--- src/include/gpibrv_defines.vh ---
// register numbers, field positions and reset values of the register view
`ifndef GPIBRV_DEFINES_VH
`define GPIBRV_DEFINES_VH
// status register numbers
`define GPIBRV_ST_CARD_ID     3'h0
`define GPIBRV_ST_INT_DMA     3'h1
`define GPIBRV_ST_CTRL_ADDR   3'h3
`define GPIBRV_ST_EVENTS      3'h4
`define GPIBRV_ST_MASK        3'h5
// control register numbers
`define GPIBRV_CT_RESET       3'h0
`define GPIBRV_CT_SERIAL      3'h1
`define GPIBRV_CT_PARALLEL    3'h2
`define GPIBRV_CT_ADDRESS     3'h3
`define GPIBRV_CT_MASK_LO     3'h4
`define GPIBRV_CT_MASK_HI     3'h5
`define GPIBRV_CT_INT_ENABLE  3'h6
// field layout
`define GPIBRV_ADDR_MSB       4
`define GPIBRV_ADDR_W         5
`define GPIBRV_SRQ_BIT        6
`define GPIBRV_ACTIVE_BIT     15
// reset values
`define GPIBRV_ZERO8          8'h00
`define GPIBRV_ZERO16         16'h0000
`define GPIBRV_ZERO2          2'h0
`define GPIBRV_ZERO1          1'b0
`define GPIBRV_ONE1           1'b1
`define GPIBRV_ADDR_RESET     5'h15
`define GPIBRV_NO_ADDR        5'h1F
`endif

--- src/design/gpibrv_sync.v ---
// three-stage synchroniser with agreement filter for one pin
`timescale 1ns/1ps
`include "gpibrv_defines.vh"
module gpibrv_sync (
    // clock and reset
    input  wire sys_clk,
    input  wire reset_n,
    // pin and result
    input  wire pin_in,
    output reg  level
);
    reg stage1;
    reg stage2;
    reg stage3;
    always @(posedge sys_clk or negedge reset_n) begin
        if (!reset_n) begin
            stage1 <= `GPIBRV_ZERO1;
            stage2 <= `GPIBRV_ZERO1;
            stage3 <= `GPIBRV_ZERO1;
            level  <= `GPIBRV_ZERO1;
        end else begin
            stage1 <= pin_in;
            stage2 <= stage1;
            stage3 <= stage2;
            if (stage2 == stage3) begin
                level <= stage3;
            end
        end
    end
endmodule

--- src/design/gpibrv_flag.v ---
// one sticky event flag; a set wins over a same-cycle clear
`timescale 1ns/1ps
`include "gpibrv_defines.vh"
module gpibrv_flag (
    // clock and reset
    input  wire sys_clk,
    input  wire reset_n,
    // control
    input  wire set_pulse,
    input  wire clear_pulse,
    output reg  flag
);
    always @(posedge sys_clk or negedge reset_n) begin
        if (!reset_n) begin
            flag <= `GPIBRV_ZERO1;
        end else if (set_pulse) begin
            flag <= `GPIBRV_ONE1;
        end else if (clear_pulse) begin
            flag <= `GPIBRV_ZERO1;
        end
    end
endmodule

--- src/design/gpibrv_register_view.v ---
// register view of the bus interface card: status reads, control writes
`timescale 1ns/1ps
`include "gpibrv_defines.vh"
// Operation
// - status register zero returns a fixed read-only identification byte
// - status one: int enable, int request, level, zeros, dma enables
// - control one holds serial poll byte; bit six means service requested
// - control two holds parallel poll byte; bit n drives data line n+1
// - status three: system ctrl, active ctrl, zero, own primary address
// - status four presents sixteen event flags, upper byte as listed
// - status five holds sixteen-bit enable mask, same bit positions
module gpibrv_register_view #(
    parameter [7:0] CARD_ID = 8'h5A  // arbitrary identification value
) (
    // clock and reset
    input  wire        sys_clk,
    input  wire        reset_n,
    // status read call
    input  wire        status_read_call,
    input  wire [2:0]  status_sel,
    output reg  [15:0] status_data,
    output reg         status_valid,
    // control write call
    input  wire        control_write_call,
    input  wire [2:0]  control_sel,
    input  wire [7:0]  control_data,
    // card straps and bus-side state
    input  wire [1:0]  int_level,
    input  wire        dma1_enabled,
    input  wire        dma0_enabled,
    input  wire        system_controller_pin,
    input  wire        active_controller,
    input  wire [15:0] event_pulse,
    input  wire        serial_poll_read,
    input  wire        parallel_poll_active,
    // outputs to bus side
    output reg  [7:0]  serial_poll_byte,
    output reg  [7:0]  dio_drive,
    output reg  [7:0]  dio_oe,
    output reg  [4:0]  own_address,
    output reg         interface_reset,
    output reg         int_request
);
    reg  [7:0]  parallel_byte;
    reg  [15:0] int_mask;
    reg         int_enable;
    reg         sysctl_level;
    reg  [15:0] event_clear;
    wire [15:0] event_flags;
    wire        sysctl_sync;
    wire        soft_reset;
    wire        any_pending;
    wire        wr_hit;

    assign wr_hit      = control_write_call;
    assign soft_reset  = wr_hit && (control_sel == `GPIBRV_CT_RESET);
    assign any_pending = |(event_flags & int_mask) && int_enable;

    gpibrv_sync u_sysctl (
        .sys_clk (sys_clk),
        .reset_n (reset_n),
        .pin_in  (system_controller_pin),
        .level   (sysctl_sync)
    );

    genvar gi;
    generate
        for (gi = 0; gi < 16; gi = gi + 1) begin : g_flag
            gpibrv_flag u_flag (
                .sys_clk     (sys_clk),
                .reset_n     (reset_n),
                .set_pulse   (event_pulse[gi]),
                .clear_pulse (event_clear[gi]),
                .flag        (event_flags[gi])
            );
        end
    endgenerate

    // a status read of the event flags clears them; a soft reset too
    always @* begin
        event_clear = `GPIBRV_ZERO16;
        if (soft_reset || (status_read_call &&
            status_sel == `GPIBRV_ST_EVENTS)) begin
            event_clear = ~`GPIBRV_ZERO16;
        end
    end

    // control registers
    always @(posedge sys_clk or negedge reset_n) begin
        if (!reset_n) begin
            serial_poll_byte <= `GPIBRV_ZERO8;
            parallel_byte    <= `GPIBRV_ZERO8;
            own_address      <= `GPIBRV_ADDR_RESET;
            int_mask         <= `GPIBRV_ZERO16;
            int_enable       <= `GPIBRV_ZERO1;
            interface_reset  <= `GPIBRV_ZERO1;
        end else begin
            interface_reset <= soft_reset;
            if (soft_reset) begin
                serial_poll_byte <= `GPIBRV_ZERO8;
                parallel_byte    <= `GPIBRV_ZERO8;
                int_mask         <= `GPIBRV_ZERO16;
                int_enable       <= `GPIBRV_ZERO1;
            end else if (wr_hit) begin
                case (control_sel)
                    `GPIBRV_CT_SERIAL: begin
                        serial_poll_byte <= control_data;
                    end
                    `GPIBRV_CT_PARALLEL: begin
                        parallel_byte <= control_data;
                    end
                    `GPIBRV_CT_ADDRESS: begin
                        if (control_data[`GPIBRV_ADDR_MSB:0] !=
                            `GPIBRV_NO_ADDR) begin
                            own_address <=
                                control_data[`GPIBRV_ADDR_MSB:0];
                        end
                    end
                    `GPIBRV_CT_MASK_LO: begin
                        int_mask[7:0] <= control_data;
                    end
                    `GPIBRV_CT_MASK_HI: begin
                        int_mask[15:8] <= control_data;
                    end
                    `GPIBRV_CT_INT_ENABLE: begin
                        int_enable <= control_data[0];
                    end
                    default: begin
                        int_enable <= int_enable;
                    end
                endcase
            end
        end
    end

    // serial poll read does not drop the service request bit once reported
    // (handled by software rewriting the byte; bit kept as written)

    // parallel poll drive: bit n onto data line n+1, open-drain style
    always @(posedge sys_clk or negedge reset_n) begin
        if (!reset_n) begin
            dio_drive <= `GPIBRV_ZERO8;
            dio_oe    <= `GPIBRV_ZERO8;
        end else begin
            dio_drive <= `GPIBRV_ZERO8;
            if (parallel_poll_active) begin
                dio_oe <= parallel_byte;
            end else begin
                dio_oe <= `GPIBRV_ZERO8;
            end
        end
    end

    // interrupt request
    always @(posedge sys_clk or negedge reset_n) begin
        if (!reset_n) begin
            int_request  <= `GPIBRV_ZERO1;
            sysctl_level <= `GPIBRV_ZERO1;
        end else begin
            int_request  <= any_pending;
            sysctl_level <= sysctl_sync;
        end
    end

    // status read mux, answered one cycle after the call
    always @(posedge sys_clk or negedge reset_n) begin
        if (!reset_n) begin
            status_data  <= `GPIBRV_ZERO16;
            status_valid <= `GPIBRV_ZERO1;
        end else begin
            status_valid <= status_read_call;
            if (status_read_call) begin
                case (status_sel)
                    `GPIBRV_ST_CARD_ID: begin
                        status_data <= {`GPIBRV_ZERO8, CARD_ID};
                    end
                    `GPIBRV_ST_INT_DMA: begin
                        status_data <= {`GPIBRV_ZERO8, int_enable,
                            int_request, int_level, `GPIBRV_ZERO2,
                            dma1_enabled, dma0_enabled};
                    end
                    `GPIBRV_ST_CTRL_ADDR: begin
                        status_data <= {`GPIBRV_ZERO8, sysctl_level,
                            active_controller, `GPIBRV_ZERO1,
                            own_address};
                    end
                    `GPIBRV_ST_EVENTS: begin
                        status_data <= event_flags;
                    end
                    `GPIBRV_ST_MASK: begin
                        status_data <= int_mask;
                    end
                    default: begin
                        status_data <= `GPIBRV_ZERO16;
                    end
                endcase
            end
        end
    end
endmodule

--- config.mk ---
export PLATFORM = sky130hd
export DESIGN_NAME = gpibrv_register_view
export DESIGN_NICKNAME = d
export VERILOG_FILES = /design/src/design/gpibrv_sync.v /design/src/design/gpibrv_flag.v /design/src/design/gpibrv_register_view.v
export VERILOG_INCLUDE_DIRS = /design/src /design/src/include
export SDC_FILE = /design/constraint.sdc
export NUM_CORES = 1
export LEC_CHECK = 0
export ABC_AREA = 1
export BUFFER_PORTS_ARGS = -buffer_cell sky130_fd_sc_hd__buf_4
export CORE_ASPECT_RATIO = 1.5
export CORE_MARGIN = 4
export CORE_UTILIZATION = 35
export DETAILED_ROUTE_END_ITERATION = 12
export PLACE_DENSITY = 0.57
export SLEW_MARGIN = 20
export SYNTH_ARGS = -nofsm -noshare
export SYNTH_HDL_FRONTEND = slang
export SYNTH_SLANG_ARGS = --single-unit
--- constraint.sdc ---
create_clock -name sys_clk -period 1.35 [get_ports sys_clk]
set_clock_uncertainty 0.05 [all_clocks]
set_input_delay 0.2025 -clock sys_clk [delete_from_list [all_inputs] [get_ports sys_clk]]
set_output_delay 0.2025 -clock sys_clk [all_outputs]
set_load 0.1 [all_outputs]
==> key figures, run 1 <==
Setup path
  • CP Launch Type: flop
  • R2r endpoint: status_data[1]$_DFFE_PN0P_
  • Critical path's top delay family: flip-flops
  • Required time worst endpoint: 1.10 ns
  • Slowest cell on crit path: dfstp_2
  • Slowest stage delay, CP: 0.57 ns
  • RR Startpoint: g_flag[1].u_flag.flag$_DFFE_PN0P_
  • R2r worst-path depth: 4
  • CP bufs+invs: 1
  • Worst setup EP type: primary output
  • Critical Path Fanout Max: 2
  • Reg2Reg Setup Slack: 0.23 ns
  • WP data arrival: 1.08 ns
  • Worst path cell trace: buf_12
  • CP Class: reg2out

Pwr
  • Max VDD drop: 0.000881 V
  • Lkg Pwr: 2.69 nW
  • Tot Pwr: 0.00802 W
  • Pwr/cell area: 1630 nW/um2

Routing
  • Avg WL per Cell: 14.2 um
  • Vias: 2952
  • DRC: 0
  • Final ANT Viol Nets: 0
  • Vias per cell: 4.50
  • Detailed Routing Iterations Pass 1: 4
  • Drt initial violations: 139
  • Drt total wl: 9300 um

Placement
  • Post-DP HPWL: 7070 um
  • PortBufs: 80
  • Dpl ws: 0.0471 ns
  • Gpl congestion: 0.882

Timing
  • Setup WS post-layout: 0.0156 ns
  • Final Hold Viols: 0
  • Max-slew violations: 0
  • Fin crit share: 98.8%
  • Hold WS: 0.0157 ns
  • Slew headroom: 63.2%
  • Tightest Pin Transition: 0.549 ns
  • Total Neg Setup Slack: 0 ns
  • RSZ-0062 raised after global routing: true
  • F_max: 0.749 GHz
  • Final setup fails: 0
  • Post-route minimum period: 1.33 ns

Finish
  • Commonest non-fill, non-tap cells in the layout: nand2_1, buf_4, dfrtp_1, inv_1, o21ai_0
  • Area grow syn2layout: 30.8%
  • Layout cell share with drive strength beyond 1: 27.0%
  • Commonest non-fill, non-tap cell in the layout: nand2_1
  • Finished Core Util: 46.8%
  • Diodes inserted: 0
  • Nets: 549

Floorplanning
  • Core Area: 10500 um2
  • I/O Pins: 90
  • Die W: 92.7 um
  • Core Rows: 46
  • Die area: 12500 um2
  • Initial Util: 35.8%
  • Die Y: 135 um

Synth
  • Seq/Total Area, Yosys: 57.2%
  • Count of flip-flops with a built-in enable after synthesis: 0
  • Post-synth cell types: 30
  • Top-area cell type share of the netlist area: 55.1%
  • Prevailing post-synth register cell: dfrtp_1
  • Register bit total from synthesis: 86
  • Synthesis Warnings: 0
  • Post-Syn Area: 3770 um2
  • FFs w/ async S/R, synth: 100%
  • Cell accounting for the most synthesized area: dfrtp_1
  • Area contributors post-synth: dfrtp_1, nand2_1, o21ai_0, inv_1, o21bai_1
  • Syn Area/Cell: 9.12 um2
  • Mapped Cells: 413

Clocking
  • Root buffer cell: clkbuf_16
  • TritonCTS Sinks: 86
  • Clk buf depth: 2
  • Htree depth: 3
  • Later-pin clock latency in the skew report: 0.34 ns
  • CTS clk-pin slew, worst paths: 0.06 ns
  • CTS tree: yes
  • Cts bufs inserted: 9

Global route
  • Top Usage Layer GRT: met2
  • Global routing usage on met3: 3.18%
  • Met2 GRT Util: 26.7%
  • Initial antenna violation count: 0
  • GRT overflow: 0
  • Vias in the first global route: 3042
  • First-pass GRT wire length: 15300 um
  • Met1 usage: 19.3%
  • Gr usage total: 15.7%
  • Largest net degree at the start of global routing: 37

Worst hold path
  • Tightest Hold Check Type: in2reg
  • Hold Path End: g_flag[6].u_flag.flag$_DFFE_PN0P_
  • Hold Startpoint: event_pulse[6]
  • Hold Path Depth: 2

Outcome
  • Outcome: finished, final reports clean

Run
  • Max_cap viols: 0
-- worst reg2reg max path: cells and delay by family (launching register included) --
family	cells	cell delay [ns]
DFF	1	0.39
AOI/OAI and AO/OA	2	0.40
and+or+nand+nor	2	0.15
-- worst max path at each step --
stage / cells after the start / startpoint / endpoint
after floorplan: 4 / own_address[3]$_DFFE_PN0P_ / status_data[3]$_DFFE_PN0P_
after global placement: 7 / control_sel[2] / own_address[1]$_DFFE_PN0P_
after detailed placement: 7 / control_sel[2] / own_address[1]$_DFFE_PN0P_
after CTS: 1 / own_address[4]$_DFFE_PN1P_ / own_address[4]
after global routing: 1 / own_address[4]$_DFFE_PN1P_ / own_address[4]
final: 1 / own_address[4]$_DFFE_PN1P_ / own_address[4]
-- what timing repair did --
action                                  4_1_cts  5_1_grt
hold buffers                                  2        0
endpoints found under the hold margin        20        0
setup buffers                                 3        0
endpoints found under the setup margin        3        2
gates cloned                                  0        0
resized for setup                             9        0
-- cells by family (layout without fill, tap and decap cells) --
kind of cell / Yosys count / count (layout) / share of synthesized area (%)
AND/OR/NAND/NOR: 168 / 168 / 19.4
flip-flops: 86 / 86 / 57.2
AO/OA/AOI/OAI: 82 / 82 / 13.5
buffers and inverters: 75 / 167 / 9.50
adder cells (fa/ha/maj): 1 / 1 / 0.266
other: 1 / 8 / 0.0996
-- routing by layer --
metal	share of wire [%]	vias to the layer above
met2	52	74
met5	0	-
li1	-	1482
met4	2.2	0
met3	4.1	12
met1	42	1384
-- where the power goes --
part	switching [W]	internal (W)	total (W)
combinational	0.00174	0.000581	0.00232
sequential	0.000211	0.00291	0.00312
clock	0.000992	0.00159	0.00258
-- area by class of cell --
cell class / instances / area (um2)
fill: 1052 / 5610
sequential: 86 / 2160
multi-input combinational: 259 / 1280
timing repair buffer: 97 / 783
clock buffer: 12 / 267
inverter: 54 / 208
tap: 144 / 180
clock inverter: 4 / 52.6
-- through the flow --
| step | cells | cell area, um2 |
|---|---|---|
| global route | 656 | 4930 |
| floorplan | 420 | 3790 |
| detailed placement | 635 | 4530 |
| finish | 656 | 4930 |
| global placement | 635 | 4530 |
| CTS | 656 | 4930 |
-- state kept, by name, summed over array words and instances (netlist names) --
| name | count |
|---|---|
| parallel_byte | 8 |
| status_data | 16 |
| int_mask | 16 |
| u_sysctl.stage2 | 1 |
| int_enable | 1 |
| int_request | 1 |
| interface_reset | 1 |
| u_sysctl.stage1 | 1 |
| own_address | 5 |
| dio_oe | 8 |
| g_flag.u_flag.flag | 16 |
| serial_poll_byte | 8 |
| u_sysctl.level | 1 |
| sysctl_level | 1 |
| status_valid | 1 |
| u_sysctl.stage3 | 1 |
-- synthesized netlist by cell type, drive strengths merged, types with 2 or more instances --
cell / n
nand2: 138
dfrtp: 83
o21ai: 55
inv: 54
buf: 18
o21bai: 16
nor2: 11
nand4: 10
o22ai: 8
nand3: 7
clkbuf: 3
dfstp: 3
o211ai: 3
nor3: 2
Note: power is estimated with default switching activity, not from simulation.
==> run 2, diff against run 1 <==
--- a/config.mk
+++ b/config.mk
@@ -6,7 +6,6 @@
 export SDC_FILE = /design/constraint.sdc
 export NUM_CORES = 1
 export LEC_CHECK = 0
-export ABC_AREA = 1
 export BUFFER_PORTS_ARGS = -buffer_cell sky130_fd_sc_hd__buf_4
 export CORE_ASPECT_RATIO = 1.5
 export CORE_MARGIN = 4
==> run 2 against run 1 <==
The run now ends with setup timing left; combinational power grew 16%; non-clock buffer count grew 40; design area grew 4.4%; count of clock-buffer cells in the layout shrank 2; register-to-register slack lost 0.16 ns; via count shrank 3.2%; flip-flop and latch count is the same; sequential share of layout area shrank 1.6 points; first-iteration DRC count shrank 11%; utilization grew 4.0 points; synthesized cell count shrank 22%; sequential power grew 3%.
==> key figures, run 2 <==
Timing
  • Post-route minimum period: 1.40 ns (was 1.33 ns)
  • RSZ-0062 raised after global routing: true (unchanged)
  • Max-slew violations: 0 (unchanged)
  • Final Hold Viols: 0 (unchanged)
  • F_max: 0.715 GHz (was 0.749 GHz)
  • Fin crit share: 104% (was 98.8%)
  • Setup WS post-layout: -0.0486 ns (was 0.0156 ns)
  • Hold WS: 0.0112 ns (was 0.0157 ns)
  • Final setup fails: 3 (was 0)

Synth
  • Mapped Cells: 323 (was 413)
  • List of most frequent post-synthesis cells: dfrtp_1, nand2_1, o21ai_0 (was nand2_1, dfrtp_1, inv_1)
  • Post-synthesis mux area share: 4.84% (was 0%)
  • Prevailing post-synth register cell: dfrtp_1 (unchanged)
  • Cell accounting for the most synthesized area: dfrtp_1 (unchanged)
  • Post-Synth Simple-Gate Area: 9.89% (was 19.4%)
  • Top-area cell type share of the netlist area: 57.0% (was 55.1%)
  • Area contributors post-synth: dfrtp_1, a22o_1, o21ai_0, nand2_1, mux2i_1 (was dfrtp_1, nand2_1, o21ai_0, inv_1, o21bai_1)
  • Count of flip-flops with a built-in enable after synthesis: 0 (unchanged)
  • Post-Syn Area: 3640 um2 (was 3770 um2)
  • Synthesis Warnings: 0 (unchanged)
  • Syn Area/Cell: 11.3 um2 (was 9.12 um2)
  • Post-Synth XOR/XNOR Area: 0% (unchanged)
  • Largest family of logic cells by synthesized area: compound AO/OA/AOI/OAI gates (was simple AND/OR/NAND/NOR gates)
  • Seq/Total Area, Yosys: 59.2% (was 57.2%)
  • Register bit total from synthesis: 86 (unchanged)
  • Area share of fa/ha/maj cells after synthesis: 0.275% (was 0.266%)
  • Most common cell in the netlist: dfrtp_1 (was nand2_1)
  • Compound-Gate Fraction of Synth Area: 20.1% (was 13.5%)
  • Post-synth cell types: 38 (was 30)
  • FFs w/ async S/R, synth: 100% (unchanged)

Clocking
  • Root buffer cell: clkbuf_16 (unchanged)
  • Later-pin clock latency in the skew report: 0.34 ns (about the same)
  • TritonCTS Sinks: 86 (unchanged)
  • CTS tree: yes (unchanged)
  • Cts bufs inserted: 9 (unchanged)
  • Clk buf depth: 2 (unchanged)
  • CTS clk-pin slew, worst paths: 0.06 ns (about the same)
  • Htree depth: 3 (unchanged)

Finish
  • Finished Core Util: 50.8% (was 46.8%)
  • Area grow syn2layout: 41.3% (was 30.8%)
  • Layout cell share with drive strength beyond 1: 34.6% (was 27.0%)
  • Commonest non-fill, non-tap cell in the layout: buf_4 (was nand2_1)
  • Top Registers: g_flag.u_flag.flag (16), int_mask (16), status_data (16) (unchanged)
  • Nets: 494 (was 549)
  • Final Non-Filler Cells: 574 (was 656)
  • Commonest non-fill, non-tap cells in the layout: buf_4, dfrtp_1, nand2_1, o21ai_0, a22o_1 (was nand2_1, buf_4, dfrtp_1, inv_1, o21ai_0)
  • Diodes inserted: 0 (unchanged)
  • # fillers: 921 (was 1052)

Routing
  • Avg WL per Cell: 16.5 um (was 14.2 um)
  • Final ANT Viol Nets: 0 (unchanged)
  • Detailed Routing Iterations Pass 1: 5 (was 4)
  • Drt initial violations: 124 (was 139)
  • DRC: 0 (unchanged)
  • Vias: 2858 (was 2952)
  • Vias per cell: 4.98 (was 4.50)
  • Drt total wl: 9470 um (was 9300 um)

Pwr
  • Pwr/cell area: 1660 nW/um2 (was 1630 nW/um2)
  • Max VDD drop: 0.000978 V (was 0.000881 V)
  • Seq pwr share: 37.7% (was 38.9%)
  • Clk pwr share: 30.9% (was 32.2%)
  • Net Sw Frac: 36.3% (was 36.6%)
  • Switch Pwr: 0.00310 W (was 0.00294 W)
  • Combinational share of power: 31.4% (was 28.9%)
  • Int Power: 0.00542 W (was 0.00508 W)
  • Lkg Pwr: 2.45 nW (was 2.69 nW)

Global route
  • Vias in the first global route: 2952 (was 3042)
  • Gr usage total: 16.4% (was 15.7%)
  • Largest net degree at the start of global routing: 30 (was 37)
  • GRT overflow: 0 (unchanged)
  • Initial antenna violation count: 0 (unchanged)
  • First-pass GRT wire length: 15500 um (was 15300 um)

Outcome
  • Outcome: finished with violations (was finished, final reports clean)
  • Failing checks: setup timing

Setup path
  • Slowest cell on crit path: dfstp_4 (was dfstp_2)
  • R2r worst-path depth: 5 (was 4)
  • CP Class: reg2out (unchanged)
  • RR Startpoint: own_address[4]$_DFFE_PN1P_ (was g_flag[1].u_flag.flag$_DFFE_PN0P_)
  • Reg2Reg Setup Slack: 0.07 ns (was 0.23 ns)
  • Critical Path Fanout Max: 2 (unchanged)
  • Critical path's top delay family: flip-flops (unchanged)
  • Required time worst endpoint: 1.10 ns (about the same)
  • R2r endpoint: status_data[4]$_DFFE_PN0P_ (was status_data[1]$_DFFE_PN0P_)
  • Worst setup EP type: primary output (unchanged)
  • CP Launch Type: flop (unchanged)
  • CP bufs+invs: 1 (unchanged)
  • Worst path cell trace: buf_12 (unchanged)
  • Slowest stage delay, CP: 0.64 ns (was 0.57 ns)
  • WP data arrival: 1.15 ns (was 1.08 ns)

Run
  • Max_cap viols: 0 (unchanged)

Placement
  • Dpl cells: 540 (was 635)
  • Post-DP HPWL: 7110 um (was 7070 um)
  • PortBufs: 80 (unchanged)
  • Gpl congestion: 0.785 (was 0.882)

Floorplanning
  • Die area: 12100 um2 (was 12500 um2)
  • Core Area: 10100 um2 (was 10500 um2)
  • Die Y: 133 um (was 135 um)
  • Core Rows: 45 (was 46)
  • I/O Pins: 90 (unchanged)
  • Initial Util: 35.9% (was 35.8%)
  • Die W: 91.3 um (was 92.7 um)

Worst hold path
  • Hold Path End: g_flag[9].u_flag.flag$_DFFE_PN0P_ (was g_flag[6].u_flag.flag$_DFFE_PN0P_)
  • Hold Path Depth: 2 (unchanged)
  • Tightest Hold Check Type: in2reg (unchanged)
  • Hold Startpoint: event_pulse[9] (was event_pulse[6])
[run 2: cell types whose count changed in the layout (fill, tap and decap cells not counted), moves of 9 or more]
cell,delta
a21o_1,+16
mux2i_1,+12
nand4_1,-9
o21ai_0,-15
buf_4,+27
a22o_1,+22
o21bai_1,-16
and2_1,+9
inv_1,-37
nand2_1,-100
dlygate4sd3_1,+13
[run 2: what timing repair did]
action	CTS	global route
cloned	0	0
gates resized for setup	10	3
hold buffers	13	2
buffers inserted	3	0
pin swaps	0	2
setup endpoints to repair	4	6
endpoints found under the hold margin	31	2
[run 2: how the worst max path moves through the flow]
stage                               start                                  to  slack, ns  cells after the start
5_1_grt        own_address[2]$_DFFE_PN1P_                      own_address[2]      -0.08                      1
4_1_cts        own_address[4]$_DFFE_PN1P_                      own_address[4]      -0.06                      1
3_3_place_gp               control_sel[0]  g_flag[15].u_flag.flag$_DFFE_PN0P_      -0.11                      6
6_report       own_address[2]$_DFFE_PN1P_                      own_address[2]      -0.05                      1
2_1_floorplan              control_sel[0]   g_flag[0].u_flag.flag$_DFFE_PN0P_      -0.15                      8
3_5_place_dp           control_write_call  g_flag[14].u_flag.flag$_DFFE_PN0P_      -0.14                      6
[run 2: power groups by stage]
stage | registers (W) | clock network [W] | logic [W]
final | 0.00321 | 0.00263 | 0.00268
after global routing | 0.00326 | 0.00282 | 0.00282
after CTS | 0.00322 | 0.00268 | 0.00268
after detailed placement | 0.00325 | 0 | 0.00256
after global placement | 0.00325 | 0 | 0.00253
after floorplan | 0.00435 | 0 | 0.000679
[run 2: layout make-up]
| class | count | area [um2] | area share [%] |
|---|---|---|---|
| clock buffer | 10 | 229 | 4.45 |
| clock inverter | 6 | 86.3 | 1.68 |
| inverter | 13 | 53.8 | 1.05 |
| multi-input combinational | 205 | 1340 | 26.1 |
| sequential | 86 | 2170 | 42.2 |
| tap | 117 | 146 | 2.84 |
| timing repair buffer | 137 | 1120 | 21.7 |
[run 2: cell families (layout without fill, tap and decap cells)]
logic type | count (synthesis) | after routing
multiplexers | 17 | 17
AO/OA/AOI/OAI | 106 | 106
AND/OR/NAND/NOR | 73 | 73
adder cells (fa/ha/maj) | 1 | 1
flip-flops | 86 | 86
buffers and inverters | 39 | 166
other | 1 | 8
[run 2: stage by stage]
| step | instance area, um2 | setup WS, ns | setup TNS, ns | total power (W) |
|---|---|---|---|---|
| global route | 5150 | -0.0763 | -0.225 | 0.00890 |
| finish | 5150 | -0.0486 | -0.141 | 0.00852 |
| global placement | 4600 | -0.111 | -2.12 | 0.00578 |
| floorplan | 3690 | -0.155 | -1.73 | 0.00503 |
| CTS | 5110 | -0.0603 | -0.174 | 0.00858 |
| detailed placement | 4600 | -0.142 | -2.96 | 0.00581 |
[run 2: per-layer routing]
metal | GRT usage (%) | part of all wire (%) | wire (um) | up-vias
met2 | 27.4 | 50 | 4770 | 85
met5 | 0 | 0 | 0 | -
li1 | - | - | - | 1397
met3 | 4.44 | 4.6 | 438 | 7
met1 | 20.7 | 44 | 4170 | 1369
met4 | 4.87 | 0.97 | 92 | 0
==> run 3, diff against run 2 <==
--- a/config.mk
+++ b/config.mk
@@ -9,9 +9,9 @@
 export BUFFER_PORTS_ARGS = -buffer_cell sky130_fd_sc_hd__buf_4
 export CORE_ASPECT_RATIO = 1.5
 export CORE_MARGIN = 4
-export CORE_UTILIZATION = 35
+export CORE_UTILIZATION = 48
 export DETAILED_ROUTE_END_ITERATION = 12
-export PLACE_DENSITY = 0.57
+export PLACE_DENSITY = 0.74
 export SLEW_MARGIN = 20
 export SYNTH_ARGS = -nofsm -noshare
 export SYNTH_HDL_FRONTEND = slang
==> run 3 against run 2 <==
The run still ends with setup timing left; sequential share of layout area increased by 1.0 points; die area decreased by 25%; global-route usage increased by 5.2 points; fmax decreased by 2.2%; non-clock buffer count decreased by 5; worst setup slack got worse by 0.031 ns; combinational power about the same; register-to-register slack got worse by 0.03 ns; cell count decreased by 3.8%; critical path depth unchanged; via count increased by 2.3%; design area decreased by 2.4%.
==> key figures, run 3 (synthesis results as in run 2) <==
Setup path
  • RR Startpoint: g_flag[10].u_flag.flag$_DFFE_PN0P_ (was own_address[4]$_DFFE_PN1P_)
  • Reg2Reg Setup Slack: 0.04 ns (was 0.07 ns)
  • Critical Path Fanout Max: 2 (unchanged)
  • Worst path cell trace: buf_12 (unchanged)
  • CP bufs+invs: 1 (unchanged)
  • Slowest stage delay, CP: 0.65 ns (was 0.64 ns)
  • CP Launch Type: flop (unchanged)
  • Slowest cell on crit path: dfstp_4 (unchanged)
  • Required time worst endpoint: 1.10 ns (about the same)
  • CP Class: reg2out (unchanged)
  • Critical path's top delay family: flip-flops (unchanged)
  • Worst setup EP type: primary output (unchanged)
  • R2r worst-path depth: 4 (was 5)
  • WP data arrival: 1.18 ns (was 1.15 ns)
  • R2r endpoint: int_request$_DFF_PN0_ (was status_data[4]$_DFFE_PN0P_)

Timing
  • Final setup fails: 3 (unchanged)
  • Fin crit share: 106% (was 104%)
  • Setup WS post-layout: -0.0797 ns (was -0.0486 ns)
  • Final Hold Viols: 0 (unchanged)
  • F_max: 0.699 GHz (was 0.715 GHz)
  • Max-slew violations: 0 (unchanged)
  • Post-route minimum period: 1.43 ns (was 1.40 ns)
  • RSZ-0062 raised after global routing: true (unchanged)

Routing
  • Detailed Routing Iterations Pass 1: 4 (was 5)
  • Drt total wl: 9140 um (was 9470 um)
  • Vias per cell: 5.30 (was 4.98)
  • Avg WL per Cell: 16.6 um (was 16.5 um)
  • Drt initial violations: 175 (was 124)
  • DRC: 0 (unchanged)
  • Final ANT Viol Nets: 0 (unchanged)
  • Vias: 2925 (was 2858)

Finish
  • Nets: 489 (was 494)
  • Top Registers: g_flag.u_flag.flag (16), int_mask (16), status_data (16) (unchanged)
  • Area grow syn2layout: 38.0% (was 41.3%)
  • Commonest non-fill, non-tap cells in the layout: buf_4, dfrtp_1, nand2_1, o21ai_0, a22o_1 (unchanged)
  • Diodes inserted: 0 (unchanged)
  • Commonest non-fill, non-tap cell in the layout: buf_4 (unchanged)
  • Fin area: 5020 um2 (was 5150 um2)
  • Layout cell share with drive strength beyond 1: 33.6% (was 34.6%)

Clocking
  • Cts bufs inserted: 9 (unchanged)
  • CTS tree: yes (unchanged)
  • TritonCTS Sinks: 86 (unchanged)
  • Htree depth: 3 (unchanged)
  • Later-pin clock latency in the skew report: 0.35 ns (was 0.34 ns)
  • Root buffer cell: clkbuf_8 (was clkbuf_16)
  • CTS clk-pin slew, worst paths: 0.08 ns (was 0.06 ns)
  • Clk buf depth: 2 (unchanged)

Worst hold path
  • Hold Path Depth: 2 (unchanged)
  • Hold Path End: dio_oe[1]$_DFF_PN0_ (was g_flag[9].u_flag.flag$_DFFE_PN0P_)
  • Tightest Hold Check Type: in2reg (unchanged)
  • Hold Startpoint: parallel_poll_active (was event_pulse[9])

Global route
  • First-pass GRT wire length: 14600 um (was 15500 um)
  • GRT overflow: 0 (unchanged)
  • Gr usage total: 21.6% (was 16.4%)
  • Vias in the first global route: 2956 (was 2952)
  • Initial antenna violation count: 0 (unchanged)
  • Largest net degree at the start of global routing: 32 (was 30)

Placement
  • Dpl ws: -0.131 ns (was -0.142 ns)
  • Gpl congestion: 0.853 (was 0.785)
  • PortBufs: 80 (unchanged)
  • Post-DP HPWL: 6800 um (was 7110 um)
  • Placed instance area: 4530 um2 (was 4600 um2)

Floorplanning
  • Die W: 79.1 um (was 91.3 um)
  • Core Area: 7320 um2 (was 10100 um2)
  • Die area: 9070 um2 (was 12100 um2)
  • I/O Pins: 90 (unchanged)
  • Die Y: 115 um (was 133 um)
  • Core Rows: 38 (was 45)
  • Initial Util: 49.7% (was 35.9%)

Outcome
  • Outcome: finished with violations (unchanged)
  • Failing checks: setup timing (unchanged)

Run
  • Max_cap viols: 0 (unchanged)

Pwr
  • Max VDD drop: 0.00105 V (was 0.000978 V)
  • Lkg Pwr: 2.38 nW (was 2.45 nW)
  • Pwr/cell area: 1550 nW/um2 (was 1660 nW/um2)
==> run 3: cell types whose count changed in the layout (fill, tap and decap cells not counted), moves of 2 or more <==
cell           delta
clkinv_2          -2
buf_4            -11
dlygate4sd3_1     +3
clkbuf_8         +13
clkbuf_16         -9
buf_6             +2
==> run 3: timing repair <==
item / in CTS / in global routing
endpoints found under the setup margin: 3 / 9
cloned: 0 / 0
setup buffers: 3 / 0
hold endpoints to repair: 100 / 0
pin swaps: 0 / 3
hold buffers: 18 / 0
resized for setup: 9 / 9
==> run 3: area by class of cell <==
| cell class | count | area [um2] |
|---|---|---|
| clock buffer | 14 | 183 |
| clock inverter | 2 | 37.5 |
| fill | 621 | 2300 |
| inverter | 13 | 53.8 |
| multi-input combinational | 205 | 1350 |
| sequential | 86 | 2170 |
| tap | 100 | 125 |
| timing repair buffer | 132 | 1110 |
==> run 3: metrics by stage <==
stage | cells | hold slack, ns | utilization [%] | total power [W] | TNS, ns
after floorplan | 330 | -0.143 | - | 0.00503 | -1.73
after global placement | 515 | 0.0456 | 61.8 | 0.00571 | -1.65
after detailed placement | 515 | 0.0484 | 61.8 | 0.00577 | -2.46
after CTS | 552 | 0.0346 | 68.1 | 0.00783 | -0.287
after global routing | 552 | 0.0455 | 68.6 | 0.00814 | -0.355
final | 552 | 0.0566 | 68.6 | 0.00781 | -0.216
==> run 3: worst max-delay path by stage <==
stage                                     startpoint                            endpoint  slack (ns)  depth (start not counted)
after floorplan                       control_sel[0]   g_flag[0].u_flag.flag$_DFFE_PN0P_       -0.15                          8
after global placement                control_sel[0]  g_flag[15].u_flag.flag$_DFFE_PN0P_       -0.09                          6
after detailed placement          control_write_call   g_flag[8].u_flag.flag$_DFFE_PN0P_       -0.13                          6
after CTS                 own_address[4]$_DFFE_PN1P_                      own_address[4]        -0.1                          1
after global routing      own_address[4]$_DFFE_PN1P_                      own_address[4]       -0.12                          1
final                     own_address[2]$_DFFE_PN1P_                      own_address[2]       -0.08                          1
==> run 3: metal layers <==
metal | routed length [um] | global-route usage [%] | vias up
met5 | 0 | 0 | -
met1 | 3580 | 24.9 | 1440
met3 | 450 | 5.20 | 20
met4 | 254 | 10.7 | 0
li1 | - | - | 1379
met2 | 4860 | 37.1 | 86
==> run 3: power breakdown <==
group | switching [W] | total [W] | internal [W]
Sequential | 0.000281 | 0.00323 | 0.00295
Combinational | 0.00181 | 0.00265 | 0.000835
Clock | 0.000873 | 0.00193 | 0.00106
